File: src/pcd_pkg.sv
package pcd_pkg;

  // =====================================================================
  // clock and timing
  // =====================================================================
  localparam int unsigned CLK_MHZ       = 250;
  localparam int unsigned T_OFF_NS      = 1500000;
  localparam int unsigned T_SETP_NS     = 10000;
  localparam int unsigned T_PULSE_NS    = 300;
  localparam int unsigned T_GAP_NS      = 300;
  localparam int unsigned T_MODE_NS     = 400000;
  localparam int unsigned T_PERIOD_NS   = 1000;
  // least times round up, longest times round down
  localparam int unsigned OFF_CYC   = (T_OFF_NS * CLK_MHZ + 999) / 1000;
  localparam int unsigned SETP_CYC  = (T_SETP_NS * CLK_MHZ + 999) / 1000;
  localparam int unsigned PULSE_CYC = (T_PULSE_NS * CLK_MHZ + 999) / 1000;
  localparam int unsigned GAP_CYC   = (T_GAP_NS * CLK_MHZ + 999) / 1000;
  localparam int unsigned MODE_CYC  = (T_MODE_NS * CLK_MHZ) / 1000;
  localparam int unsigned PERIOD_CYC = (T_PERIOD_NS * CLK_MHZ + 999) / 1000;

  // =====================================================================
  // current setting
  // =====================================================================
  localparam int unsigned LVL_W    = 5;
  localparam logic [4:0]  LVL_FULL = 5'h1f;
  localparam logic [4:0]  LVL_ZERO = 5'h00;
  localparam int unsigned NUM_CH   = 4;
  localparam int unsigned TMR_W    = 20;

  typedef enum logic [1:0] {
    PCD_SHDN  = 2'b00,
    PCD_WAIT  = 2'b01,
    PCD_DIM   = 2'b11
  } pcd_state_t;

  typedef enum logic [1:0] {
    PCH_IDLE  = 2'b00,
    PCH_SETUP = 2'b01,
    PCH_HIGH  = 2'b11,
    PCH_LOW   = 2'b10
  } pcd_host_state_t;

endpackage

File: src/pcd_link_if.sv
`timescale 1ns/1ps
interface pcd_link_if;
  logic dim_enable_line;
  modport device (input dim_enable_line);
  modport host   (output dim_enable_line);
endinterface

File: src/pcd_device.sv
`timescale 1ns/1ps
module pcd_device
  import pcd_pkg::*;
#(
  parameter int unsigned OFF_CYCLES  = OFF_CYC,
  parameter int unsigned MODE_CYCLES = MODE_CYC
) (
  input  wire logic              i_mclk,
  input  wire logic              i_rst_b,
  input  wire logic              i_ce,
  pcd_link_if.device             link,
  input  wire logic              i_supply_undervoltage_lock,
  input  wire logic              i_over_temp,
  input  wire logic              i_reg_short,
  input  wire logic [NUM_CH-1:0] i_sink_tied_pump_output,
  output logic [LVL_W-1:0]       o_level,
  output logic [NUM_CH-1:0]      o_sink_en,
  output logic                   o_enabled,
  output logic                   o_pump_1p5x
);

  // =====================================================================
  // pin synchroniser
  // =====================================================================
  logic       line_s1_r;
  logic       line_s2_r;
  logic       line_d_r;
  // the third flop only feeds the edge detector
  always_ff @(posedge i_mclk) begin
    if (!i_rst_b) begin
      line_s1_r <= 1'b0;
      line_s2_r <= 1'b0;
      line_d_r  <= 1'b0;
    end else if (i_ce) begin
      line_s1_r <= link.dim_enable_line;
      line_s2_r <= line_s1_r;
      line_d_r  <= line_s2_r;
    end
  end

  // =====================================================================
  // status pin synchroniser
  // =====================================================================
  // status flags come from the analog side, so they get two flops as well
  localparam int unsigned PIN_W = NUM_CH + 3;
  wire  [PIN_W-1:0] pin_w = {i_reg_short, i_over_temp, i_supply_undervoltage_lock,
                             i_sink_tied_pump_output};
  logic [PIN_W-1:0] pin_s1_r;
  logic [PIN_W-1:0] pin_s2_r;
  always_ff @(posedge i_mclk) begin
    if (!i_rst_b) begin
      pin_s1_r <= '0;
      pin_s2_r <= '0;
    end else if (i_ce) begin
      pin_s1_r <= pin_w;
      pin_s2_r <= pin_s1_r;
    end
  end

  wire              reg_short_w = pin_s2_r[NUM_CH+2];
  wire              over_temp_w = pin_s2_r[NUM_CH+1];
  wire              undervolt_w = pin_s2_r[NUM_CH];
  wire [NUM_CH-1:0] tied_w      = pin_s2_r[NUM_CH-1:0];

  wire fall_w = line_d_r & ~line_s2_r;
  wire rise_w = ~line_d_r & line_s2_r;

  // =====================================================================
  // control state and level
  // =====================================================================
  pcd_state_t       st_r;
  pcd_state_t       st_nxt;
  logic [LVL_W-1:0] lvl_r;
  logic [LVL_W-1:0] lvl_nxt;
  logic [TMR_W-1:0] low_r;
  logic [TMR_W-1:0] mode_r;
  logic             pump_r;

  // timer stops at its limit so it never wraps back under the threshold
  wire off_hit_w  = (low_r >= TMR_W'(OFF_CYCLES));
  wire thermal_w  = over_temp_w;

  always_comb begin
    st_nxt  = st_r;
    lvl_nxt = lvl_r;
    case (st_r)
      PCD_SHDN: begin
        if (rise_w) begin
          st_nxt  = PCD_WAIT;
          lvl_nxt = LVL_ZERO;
        end
      end
      PCD_WAIT: begin
        if (off_hit_w) begin
          st_nxt = PCD_SHDN;
        end else if (fall_w) begin
          st_nxt  = PCD_DIM;
          lvl_nxt = LVL_FULL;
        end
      end
      PCD_DIM: begin
        if (off_hit_w) begin
          st_nxt  = PCD_SHDN;
          lvl_nxt = LVL_ZERO;
        end else if (fall_w) begin
          // 31 then 30..0 puts zero on the 32nd pulse, then wraps
          if (lvl_r == LVL_ZERO) begin
            lvl_nxt = LVL_FULL;
          end else begin
            lvl_nxt = lvl_r - 5'h01;
          end
        end
      end
      default: begin
        st_nxt  = PCD_SHDN;
        lvl_nxt = LVL_ZERO;
      end
    endcase
  end

  always_ff @(posedge i_mclk) begin
    if (!i_rst_b) begin
      st_r  <= PCD_SHDN;
      lvl_r <= LVL_ZERO;
      low_r <= '0;
    end else if (i_ce) begin
      st_r  <= st_nxt;
      lvl_r <= lvl_nxt;
      if (line_s2_r) begin
        low_r <= '0;
      end else if (!off_hit_w) begin
        low_r <= low_r + 20'h00001;
      end
    end
  end

  // =====================================================================
  // pump mode sequence
  // =====================================================================
  // a drop of the weak-pump flag restarts the delay but keeps 1.5x
  wire restart_w = (st_r == PCD_SHDN);
  always_ff @(posedge i_mclk) begin
    if (!i_rst_b) begin
      pump_r <= 1'b0;
      mode_r <= '0;
    end else if (i_ce) begin
      if (restart_w || !reg_short_w) begin
        mode_r <= '0;
        if (restart_w) begin
          pump_r <= 1'b0;
        end
      end else if (mode_r >= TMR_W'(MODE_CYCLES - 1)) begin
        pump_r <= 1'b1;
      end else begin
        mode_r <= mode_r + 20'h00001;
      end
    end
  end

  // =====================================================================
  // outputs
  // =====================================================================
  // protection gates the sinks and forces o_level to zero; the stored setting survives a fault
  // built from the next state so the registers change together with o_enabled
  logic [LVL_W-1:0]  level_r;
  logic [NUM_CH-1:0] sink_r;
  wire              run_nxt   = (st_nxt != PCD_SHDN) & ~undervolt_w & ~thermal_w;
  wire [NUM_CH-1:0] sink_nxt  = {NUM_CH{run_nxt}} & ~tied_w;
  wire [LVL_W-1:0]  level_nxt = run_nxt ? lvl_nxt : LVL_ZERO;

  // =====================================================================
  // output registers
  // =====================================================================
  always_ff @(posedge i_mclk) begin
    if (!i_rst_b) begin
      level_r <= LVL_ZERO;
      sink_r  <= '0;
    end else if (i_ce) begin
      level_r <= level_nxt;
      sink_r  <= sink_nxt;
    end
  end

  assign o_sink_en   = sink_r;
  assign o_level     = level_r;
  assign o_enabled   = (st_r != PCD_SHDN);
  assign o_pump_1p5x = pump_r;

endmodule

File: src/flat_wrapper.sv
// flat-port wrapper written by rule: the top's interface ports become plain ports
module pcd_device_flat import pcd_pkg::*;
#(
  parameter int unsigned OFF_CYCLES  = OFF_CYC,
  parameter int unsigned MODE_CYCLES = MODE_CYC
)
  (i_mclk, i_rst_b, i_ce, i_supply_undervoltage_lock, i_over_temp, i_reg_short, i_sink_tied_pump_output, o_level, o_sink_en, o_enabled, o_pump_1p5x, link_dim_enable_line);
  pcd_link_if link_i ();
  input  wire logic i_mclk;
  input  wire logic i_rst_b;
  input  wire logic i_ce;
  input  wire logic i_supply_undervoltage_lock;
  input  wire logic i_over_temp;
  input  wire logic i_reg_short;
  input  wire logic [NUM_CH-1:0] i_sink_tied_pump_output;
  output logic [LVL_W-1:0] o_level;
  output logic [NUM_CH-1:0] o_sink_en;
  output logic o_enabled;
  output logic o_pump_1p5x;
  input wire logic [$bits(link_i.dim_enable_line)-1:0] link_dim_enable_line;
  assign link_i.dim_enable_line = link_dim_enable_line;
  pcd_device #(.OFF_CYCLES(OFF_CYCLES), .MODE_CYCLES(MODE_CYCLES)) u_core (.i_mclk(i_mclk), .i_rst_b(i_rst_b), .i_ce(i_ce), .link(link_i), .i_supply_undervoltage_lock(i_supply_undervoltage_lock), .i_over_temp(i_over_temp), .i_reg_short(i_reg_short), .i_sink_tied_pump_output(i_sink_tied_pump_output), .o_level(o_level), .o_sink_en(o_sink_en), .o_enabled(o_enabled), .o_pump_1p5x(o_pump_1p5x));
endmodule
File: config.mk
export PLATFORM = sky130hd
export DESIGN_NAME = pcd_device_flat
export DESIGN_NICKNAME = d
export VERILOG_FILES = /design/src/pcd_pkg.sv /design/src/pcd_link_if.sv /design/src/pcd_device.sv /design/src/flat_wrapper.sv
export SDC_FILE = /design/constraint.sdc
export NUM_CORES = 1
export LEC_CHECK = 0
export BUFFER_PORTS_ARGS = -buffer_cell sky130_fd_sc_hd__clkbuf_2
export CORE_ASPECT_RATIO = 0.8
export CORE_MARGIN = 4
export CORE_UTILIZATION = 54
export CTS_CLUSTER_SIZE = 30
export DETAILED_ROUTE_END_ITERATION = 10
export PLACE_DENSITY = 0.84
export SYNTH_ARGS = -nofsm -noshare
export SYNTH_HDL_FRONTEND = slang
export SYNTH_SLANG_ARGS = --single-unit
File: constraint.sdc
create_clock -name i_mclk -period 2.1 [get_ports i_mclk]
set_clock_uncertainty 0.1 [all_clocks]
set_input_delay 0.105 -clock i_mclk [delete_from_list [all_inputs] [get_ports i_mclk]]
set_output_delay 0.105 -clock i_mclk [all_outputs]
set_load 0.01 [all_outputs]
==> results_dict.tcl, run 1 <==
set metrics [dict create \
    status "finished with violations" \
    violations "setup timing" \
    track_usage_pct 23.1 \
    cp.required_ns 2.28 \
    routed_wl_mm 9.60 \
    num_vias 3628 \
    end_kind "flop" \
    insertedDiodeCount 0 \
    vdd_drop_max_mv 0.544 \
    numPortBuffers 21 \
    netlist_area_sq_mm 0.00353 \
    relSlewSlack_pct 51.6 \
    postRouteAntennaNets 0 \
    drv_cap 0 \
    syn-num-nets 431 \
    first_global_vias 3121 \
    clock_sinks 74 \
    yosys-top-cells-area "dfxtp_1 42%, mux2i_1 5.1%, a21oi_1 4.7%" \
    io_pins 22 \
    grt.busiest_layer "met2" \
    synth_cell_types 55 \
    synth.avg_cell_area_sq_um 8.48 \
    power_switching_uw 682 \
    crit_arrival_ns 2.34 \
    cts-root-buf "clkbuf_8" \
    final.setup.worst_slack_ns -0.0576 \
    setup_violations 12 \
    powerDensity_mw_per_mm2 642 \
    r2r_start "u_core.mode_r[14]" \
    fin_util_pct 70.7 \
    cp-start-kind "flop" \
    start_util_pct 55.3 \
    dr.pass1.iters 6 \
    synth_warnings 0 \
    finalCritPeriodShare_pct 103 \
    grtUsageMet2_pct 36.3 \
    ys_seq_area_share_pct 42.0 \
    avgRoutedWirePerCell_um 16.8 \
    dpl.hpwl_mm 6.13 \
    grt-ovfl-total 0 \
    p_comb_share_pct 7.1 \
    area_growth_pct 27.7 \
    die_w_um 98.4 \
    hold_start "i_rst_b" \
    place_congestion 0.942 \
    clkLatencyLatePin_ns 0.35 \
    worst_slew_pin_slew_ns 0.726 \
    cts_tree "done" \
    synth_seq_cells 74 \
    async_reset_ff_share_pct 0 \
    drt-vias-per-instance 6.33 \
    p_seq_share_pct 49.7 \
    holdWs_ns 0.0757 \
    htreeDepth 3 \
    synth_edf_count 0 \
    antenna_found_initial 0 \
    maxSlewViolCount 0 \
    path_class "reg -> reg" \
    synthFlopType "dfxtp_1" \
    finalWorstPathRequiredPeriod_ns 2.16 \
    synth_commonest_cells "74 x dfxtp_1, 42 x nand2_1, 34 x nor2_1" \
    die_h_um 80.3 \
    grt_use_met1_pct 31.0 \
    yosysMostFrequentCell "dfxtp_1" \
    grt.met3_usage_pct 7.38 \
    cts.clk_slew.worst_paths_ns 0.08 \
    clockPowerShare_pct 43.2 \
    hold_viol 0 \
    p_leak_nw 1.66 \
    synth_top_area_share_pct 42.0 \
    die_area_sq_mm 0.00790 \
    critical_path.max_fanout 7 \
    swShare_pct 23.5 \
    cts_buffers 9 \
    synth_top_area_cell "dfxtp_1" \
    crit_start "u_core.mode_r[14]" \
    drive_gt1_share_pct 23.1 \
    max_freq_mhz 463 \
    nNetsFinal 499 \
    netlist_instances 416 \
    grt_pass1_wl_mm 14.9 \
    rows 26 \
    drc 0 \
    clockBufferDepth 2 \
    nFillCells 452 \
    drt_iter0_drc 335 \
    coreArea_sq_mm 0.00638 \
    rsz0062_at_grt "true" \
    grt_max_degree 32 \
    hold_path.class "in -> reg" \
    power.internal_mw 2.21 \
]
-- logic make-up after synthesis --
family	after synthesis	synth area share, %
compound gates	110	20.6
xor+xnor	3	0.745
fa+ha+maj	4	1.42
buf+inv	29	3.62
flops	74	42.0
mux	18	5.11
simple gates	178	26.5
-- power by group through the flow --
stage | clock, mW | combinational, mW | sequential (mW)
after floorplan | 0 | 0.109 | 1.47
after global placement | 0 | 0.161 | 1.47
after detailed placement | 0 | 0.167 | 1.47
after CTS | 1.27 | 0.182 | 1.44
after global routing | 1.34 | 0.219 | 1.44
final | 1.25 | 0.205 | 1.44
-- path summary, 6_finish.rpt --
kind	endpoint	slack, ns	depth (start not counted)
worst max-delay path	u_core.mode_r[9]	-0.06	6
worst min-delay path	u_core.lvl_r[1]	0.08	3
worst max register to register	u_core.mode_r[9]	-0.06	6
worst min register to register	u_core.o_sink_en[3]	0.36	1
-- through the flow --
| stage | instance area (sq um) | setup slack (ns) | std cells | TNS [ns] | power [mW] |
|---|---|---|---|---|---|
| 6_report | 4510 | -0.0576 | 573 | -0.238 | 2.89 |
| 5_1_grt | 4510 | -0.109 | 573 | -1.76 | 3.00 |
| 4_1_cts | 4320 | -0.0371 | 566 | -0.113 | 2.90 |
| 3_5_place_dp | 3970 | -0.107 | 542 | -1.47 | 1.64 |
| 3_3_place_gp | 3970 | -0.0401 | 542 | -0.141 | 1.63 |
| 2_1_floorplan | 3530 | 0.00223 | 416 | 0 | 1.58 |
-- worst max-delay path: stages (launching register included) --
cell	delay (ns)
dfxtp_4	0.36
nor4_4	0.34
nand2_2	0.11
o32a_4	0.46
clkbuf_16	0.18
or3_1	0.37
a21oi_1	0.16
-- placed cells by master, fill, tap and decap left out, types with 6 or more instances in the layout --
cell type / count
buf_4: 40
a21oi_2: 7
nand2_1: 41
clkbuf_2: 21
mux2i_1: 18
dlygate4sd3_1: 8
nand4_1: 10
nor2_1: 34
o31ai_1: 15
or4_1: 14
or3_1: 12
inv_1: 10
nand3_1: 19
and2_1: 6
o211ai_1: 6
clkbuf_8: 10
dfxtp_1: 71
a21oi_1: 26
o21ai_0: 15
-- final cells by class --
| cell class | count | area [sq um] | share of cell area, % |
|---|---|---|---|
| clock buffers | 10 | 138 | 3.05 |
| clock inverters | 6 | 90.1 | 2.00 |
| inverters | 11 | 41.3 | 0.916 |
| multi-input cells | 314 | 2060 | 45.7 |
| flip-flops and latches | 74 | 1490 | 33.0 |
| well taps | 84 | 105 | 2.33 |
| repair buffers | 74 | 587 | 13.0 |
-- timing repair --
item	CTS	global route
gates resized for setup	9	24
hold endpoints to repair	8	0
setup endpoints to repair	34	39
buffers inserted	0	4
hold buffers	8	0
pin swaps	3	17
gates cloned	0	3
-- state kept, by name, indices dropped and copies added (netlist names) --
signal              flops
u_core.line_d_r         1
u_core.line_s1_r        1
u_core.line_s2_r        1
u_core.low_r           20
u_core.lvl_r            5
u_core.mode_r          20
u_core.o_level          5
u_core.o_pump_1p5x      1
u_core.o_sink_en        4
u_core.pin_s1_r         7
u_core.pin_s2_r         7
u_core.st_r             2
-- layer usage --
layer,part of all wire (%),vias to the layer above
met1,44,1714
met3,8.5,21
li1,-,1707
met5,0,-
met4,1.5,0
met2,46,186
Note: power is estimated with default switching activity, not from simulation.
==> run 2: changes to the inputs <==
--- a/config.mk
+++ b/config.mk
@@ -5,13 +5,14 @@
 export SDC_FILE = /design/constraint.sdc
 export NUM_CORES = 1
 export LEC_CHECK = 0
+export ABC_AREA = 1
 export BUFFER_PORTS_ARGS = -buffer_cell sky130_fd_sc_hd__clkbuf_2
 export CORE_ASPECT_RATIO = 0.8
 export CORE_MARGIN = 4
-export CORE_UTILIZATION = 54
+export CORE_UTILIZATION = 55
 export CTS_CLUSTER_SIZE = 30
 export DETAILED_ROUTE_END_ITERATION = 10
-export PLACE_DENSITY = 0.84
+export PLACE_DENSITY = 0.85
 export SYNTH_ARGS = -nofsm -noshare
 export SYNTH_HDL_FRONTEND = slang
 export SYNTH_SLANG_ARGS = --single-unit
==> run 2 against run 1 <==
Against the previous run:
- the run now ends clean
- cell area down 1.2%
- flip-flop and latch count unchanged
- first-iteration DRC count shrank 38%
- non-clock buffer count shrank 33
- global-route usage is 0.73 points lower
- power up 2.8%
- sequential power about the same
- largest power group unchanged
- highest routed layer unchanged
==> results_dict.tcl, run 2 <==
set metrics [dict create \
    status "complete, no violations" \
    nFillCells 570 \
    synth_top_area_cell "dfxtp_1" \
    synth_top_family_by_area "simple AND/OR/NAND/NOR gates" \
    slowest_stage "dfxtp_1" \
    critPathBufInv 0 \
    avgRoutedWirePerCell_um 12.9 \
    track_usage_pct 22.4 \
    area_growth_pct 13.1 \
    swShare_pct 25.9 \
    power_switching_uw 770 \
    grt-ovfl-total 0 \
    die_h_um 83.7 \
    clkLatencyLatePin_ns 0.35 \
    path_class "reg -> reg" \
    final_area_sq_mm 0.00445 \
    layout_commonest_cell "nand2_1" \
    crit_path_end "u_core.low_r[14]" \
    synth_xor_area_share_pct 4.23 \
    cts.clk_slew.worst_paths_ns 0.09 \
    r2r_start "u_core.low_r[1]" \
    die_w_um 103 \
    dr.pass1.iters 5 \
    powerDensity_mw_per_mm2 668 \
    setup_violations 0 \
    rsz0062_at_grt "false" \
    yosysMostFrequentCell "nand2_1" \
    cts-root-buf "clkbuf_8" \
    cts_buffers 9 \
    antenna_found_initial 0 \
    synth_edf_count 0 \
    hold_viol 0 \
    post-place-ws_ns 0.0897 \
    clockBufferDepth 2 \
    tns_ns 0 \
    postRouteAntennaNets 0 \
    grt_pass1_wl_mm 15.9 \
    power.internal_mw 2.21 \
    finalCritPeriodShare_pct 92.4 \
    relSlewSlack_pct 61.9 \
    synth_commonest_cells "139 x nand2_1, 98 x nor2_1, 74 x dfxtp_1" \
    placed_cell_area_sq_mm 0.00411 \
    maxSlewViolCount 0 \
    first_global_vias 3586 \
    synth.avg_cell_area_sq_um 6.60 \
    path_cells "ha_1 -> nand2_1 -> nor2_2 -> nand2_1 -> nor2_2 -> nand3_1 -> nor3_2 -> and3_1 -> nor3_2" \
    critical_path.max_fanout 5 \
    coreArea_sq_mm 0.00693 \
    synthFlopType "dfxtp_1" \
    crit_arrival_ns 2.08 \
    crit_start "u_core.low_r[1]" \
    r2r_cells 9 \
    hold_path.class "in -> reg" \
    drt_iter0_drc 209 \
    final.setup.worst_slack_ns 0.160 \
    insertedDiodeCount 0 \
    worst_slew_pin_slew_ns 0.566 \
    rr_endpoint "u_core.low_r[14]" \
    p_seq_share_pct 49.0 \
    numPortBuffers 21 \
    clockPowerShare_pct 43.2 \
    cp.required_ns 2.24 \
    synth_compound_area_share_pct 12.8 \
    drc 0 \
    vdd_drop_max_mv 0.466 \
    synthMuxAreaShare_pct 0 \
    dpl.hpwl_mm 6.27 \
    final_cell_mix "139 x nand2_1, 97 x nor2_1, 74 x dfxtp_1, 55 x a21oi_1, 51 x inv_1" \
    p_comb_share_pct 7.8 \
    die_area_sq_mm 0.00859 \
    rrSetupSlack_ns 0.16 \
    finalWorstPathRequiredPeriod_ns 1.94 \
    io_pins 22 \
    yosys-top-cells-area "dfxtp_1 38%, nand2_1 13%, nor2_1 9.3%" \
    max_stage_delay_ns 0.40 \
    synth_warnings 0 \
    nNetsFinal 641 \
    async_reset_ff_share_pct 0 \
    synthSimpleGateAreaFrac_pct 35.6 \
    yosys.area_share.adder_pct 1.27 \
    synth_seq_cells 74 \
    end_kind "flop" \
    synth_cell_types 33 \
    crit_family "simple AND/OR/NAND/NOR gates" \
    drt-vias-per-instance 5.33 \
    start_util_pct 56.9 \
    ys_seq_area_share_pct 37.6 \
    path_depth 9 \
    drv_cap 0 \
    drive_gt1_share_pct 12.7 \
    p_leak_nw 1.77 \
    netlist_instances 597 \
    num_vias 3826 \
    netlist_area_sq_mm 0.00394 \
    htreeDepth 3 \
    place_congestion 0.915 \
    total_power_mw 2.98 \
    synth_top_area_share_pct 37.6 \
    routed_wl_mm 9.29 \
    largestRegisters "u_core.low_r x20, u_core.mode_r x20" \
    cts_tree "done" \
    hold_depth 5 \
    max_freq_mhz 516 \
    clock_sinks 74 \
    grt_max_degree 43 \
    syn-num-nets 612 \
    rows 27 \
    cp-start-kind "flop" \
]
-- run 2: cell types whose count changed after synthesis, sizes merged, moves of 6 or more --
cell | before | now
xor2 | 1 | 15
buf | 4 | 10
nand2 | 42 | 152
o21a | 6 | 0
and2 | 6 | 0
o31ai | 15 | 0
a21oi | 33 | 64
or3 | 17 | 0
nor2 | 34 | 99
nand3 | 19 | 49
or4 | 16 | 0
inv | 10 | 54
mux2i | 18 | 0
-- run 2: per-layer routing --
metal  global-route usage (%)  up-vias  part of all wire [%]
met5                        0        -                     0
met4                     6.44        0                  0.47
met3                     5.51        4                   7.1
met2                     35.8      123                    47
met1                     29.8     1727                    46
li1                         -     1972                     -
-- run 2: through the flow --
stage	hold slack [ns]	std cells	utilization, %
6_report	0.108	718	64.3
5_1_grt	0.129	718	64.3
4_1_cts	0.111	717	63.9
3_5_place_dp	0.236	693	59.3
3_3_place_gp	0.227	693	59.3
2_1_floorplan	0.140	597	-
-- run 2: tightest hold or removal path, cell delays in order --
cell      delay (ns)
clkbuf_2        0.10
clkinv_1        0.05
nor2_1          0.12
nand2_1         0.10
nor2_1          0.03
-- run 2: layout make-up --
| class | instances | area, sq um | share of cell area (%) |
|---|---|---|---|
| clock buffers | 9 | 124 | 2.78 |
| flip-flops and latches | 74 | 1480 | 33.3 |
| repair buffers | 41 | 288 | 6.46 |
| well taps | 87 | 109 | 2.44 |
| inverters | 56 | 214 | 4.80 |
| clock inverters | 7 | 109 | 2.44 |
| multi-input cells | 444 | 2130 | 47.8 |
-- run 2: repair_timing --
action                                  in CTS  in global routing
endpoints found under the hold margin        8                  0
endpoints found under the setup margin       0                  8
hold buffers                                 8                  0
resized for setup                            0                  3
buffers inserted                             0                  1
-- run 2: logic make-up (layout without fill, tap and decap cells) --
logic type / Yosys count / after routing
buffers and inverters: 79 / 113
adder cells (fa/ha/maj): 4 / 4
AND/OR/NAND/NOR: 328 / 328
AO/OA/AOI/OAI: 93 / 93
flip-flops: 74 / 74
XOR/XNOR: 19 / 19
-- run 2: worst min-delay path by stage --
stage	end	start	slack (ns)
2_1_floorplan	u_core.line_s1_r	link_dim_enable_line	0.14
3_3_place_gp	u_core.pin_s1_r[0]	i_sink_tied_pump_output[0]	0.23
3_5_place_dp	u_core.pin_s1_r[6]	i_reg_short	0.24
4_1_cts	u_core.low_r[17]	i_rst_b	0.11
5_1_grt	u_core.pin_s1_r[1]	i_rst_b	0.13
6_report	u_core.low_r[17]	i_rst_b	0.11
-- run 2: power by group through the flow --
stage	clock network (mW)	logic [mW]	registers (mW)
after floorplan	0	0.152	1.48
after global placement	0	0.200	1.49
after detailed placement	0	0.205	1.49
after CTS	1.30	0.220	1.46
after global routing	1.37	0.257	1.46
final	1.29	0.231	1.46
==> run 3: changes to the inputs <==
--- a/config.mk
+++ b/config.mk
@@ -6,13 +6,13 @@
 export NUM_CORES = 1
 export LEC_CHECK = 0
 export ABC_AREA = 1
-export BUFFER_PORTS_ARGS = -buffer_cell sky130_fd_sc_hd__clkbuf_2
 export CORE_ASPECT_RATIO = 0.8
 export CORE_MARGIN = 4
 export CORE_UTILIZATION = 55
 export CTS_CLUSTER_SIZE = 30
 export DETAILED_ROUTE_END_ITERATION = 10
-export PLACE_DENSITY = 0.85
+export DONT_BUFFER_PORTS = 1
+export PLACE_DENSITY = 0.82
 export SYNTH_ARGS = -nofsm -noshare
 export SYNTH_HDL_FRONTEND = slang
 export SYNTH_SLANG_ARGS = --single-unit
==> run 3 against run 2 <==
Against the previous run:
- fmax rose by 1.0%
- first-iteration DRC count rose by 51%
- utilization fell by 0.58 points
- cell count fell by 2.1%
- wire length rose by 3.5%
- critical path type unchanged
- highest routed layer unchanged
==> results_dict.tcl, run 3 (synthesis results as in run 2) <==
set metrics [dict create \
    drv_cap 0 \
    clockPowerShare_pct 40.9 \
    fin_util_pct 63.7 \
    max_freq_mhz 521 \
    grt_max_degree 43 \
    placed_cell_area_sq_mm 0.00400 \
    cts.clk_slew.worst_paths_ns 0.10 \
    coreArea_sq_mm 0.00693 \
    cp-start-kind "flop" \
    holdWs_ns 0.132 \
    cp.required_ns 2.26 \
    p_comb_share_pct 7.8 \
    routed_wl_mm 9.61 \
    p_leak_nw 1.72 \
    cts_setup_buffers 0 \
    place_congestion 0.972 \
    die_w_um 103 \
    largestRegisters "u_core.low_r x20, u_core.mode_r x20" \
    clkLatencyLatePin_ns 0.35 \
    powerDensity_mw_per_mm2 647 \
    finalCritPeriodShare_pct 91.4 \
    num_vias 3894 \
    cts_tree "done" \
    die_area_sq_mm 0.00859 \
    drt-vias-per-instance 5.54 \
    cts-root-buf "clkbuf_8" \
    antenna_found_initial 0 \
    drt_iter0_drc 315 \
    die_h_um 83.7 \
    crit_arrival_ns 2.08 \
    first_global_vias 3601 \
    grt-ovfl-total 0 \
    swShare_pct 27.1 \
    nNetsFinal 626 \
    maxSlewViolCount 0 \
    io_pins 22 \
    dr.pass1.iters 5 \
    critical_path.max_fanout 13 \
    relSlewSlack_pct 41.5 \
    hold_path.class "in -> reg" \
    clock_sinks 74 \
    hold_viol 0 \
    rows 27 \
    clockBufferDepth 2 \
    start_util_pct 56.9 \
    drc 0 \
    r2r_cells 9 \
    hold_depth 3 \
    power_switching_uw 775 \
    path_class "reg -> reg" \
    setup_violations 0 \
    worst_slew_pin_slew_ns 0.877 \
    finalWorstPathRequiredPeriod_ns 1.92 \
    p_seq_share_pct 51.3 \
    layout_commonest_cell "nand2_1" \
    postRouteAntennaNets 0 \
    htreeDepth 3 \
    dpl.hpwl_mm 6.29 \
    cts_buffers 9 \
    vdd_drop_max_mv 0.561 \
    power.internal_mw 2.08 \
    final_cell_mix "139 x nand2_1, 97 x nor2_1, 71 x dfxtp_1, 55 x a21oi_1, 52 x inv_1" \
    final_area_sq_mm 0.00441 \
    track_usage_pct 23.4 \
    total_power_mw 2.85 \
    area_growth_pct 12.1 \
    insertedDiodeCount 0 \
    drive_gt1_share_pct 9.42 \
    grt_pass1_wl_mm 16.5 \
    end_kind "flop" \
    avgRoutedWirePerCell_um 13.7 \
    numPortBuffers 0 \
    status "complete, no violations" \
]
[run 3: changes by cell type in the layout (fill, tap and decap cells not counted), moves of 3 or more]
| cell | change |
|---|---|
| clkbuf_2 | -21 |
| dfxtp_1 | -3 |
| buf_4 | -3 |
| dfxtp_2 | +3 |
| dlygate4sd3_1 | +7 |
[run 3: cell type report]
cell class                      count  area (sq um)
Fill cell                         566          2510
Multi-Input combinational cell    444          2140
Sequential cell                    74          1490
Clock inverter                      7          83.8
Clock buffer                        9           124
Tap cell                           87           109
Timing Repair Buffer               26           255
Inverter                           56           213
[run 3: per-stage QoR]
stage / setup slack [ns] / TNS [ns] / instances
6_report: 0.180 / 0 / 703
5_1_grt: -0.0178 / -0.0186 / 703
4_1_cts: 0.0295 / 0 / 703
3_5_place_dp: 0.150 / 0 / 670
3_3_place_gp: 0.245 / 0 / 670
2_1_floorplan: 0.357 / 0 / 597
[run 3: path summary, 6_finish.rpt]
check                    start                 end  slack, ns
max            u_core.low_r[8]     u_core.low_r[7]       0.18
min                       i_ce  u_core.pin_s2_r[1]       0.13
max reg2reg    u_core.low_r[8]     u_core.low_r[7]       0.18
min reg2reg  u_core.mode_r[18]   u_core.mode_r[18]       0.35
[run 3: critical path, stage by stage (launching register included)]
cell	delay (ns)
dfxtp_1	0.38
nor3_1	0.21
nand3_1	0.11
nand2_2	0.14
nand3_2	0.13
nand2_4	0.18
buf_4	0.21
nand3_1	0.12
o21ai_0	0.17
nor2_1	0.06
[run 3: power by group through the flow]
| stage | registers [mW] | clock network, mW | logic, mW |
|---|---|---|---|
| finish | 1.46 | 1.17 | 0.222 |
| floorplan | 1.48 | 0 | 0.152 |
| detailed placement | 1.49 | 0 | 0.173 |
| global route | 1.47 | 1.25 | 0.248 |
| global placement | 1.49 | 0 | 0.168 |
| CTS | 1.46 | 1.19 | 0.210 |
[run 3: routing by layer]
metal  wire [um]  vias to the layer above  global-route usage [%]
met5           0                        -                       0
met4         139                        0                    7.15
met3         891                       17                    6.43
met2        4370                      151                    36.0
met1        4210                     1787                    31.6
li1            -                     1939                       -
[run 3: repair_timing]
action / CTS / global route
hold endpoints to repair: 40 / 0
setup endpoints to repair: 0 / 49
hold buffers: 17 / 0
resized for setup: 0 / 12
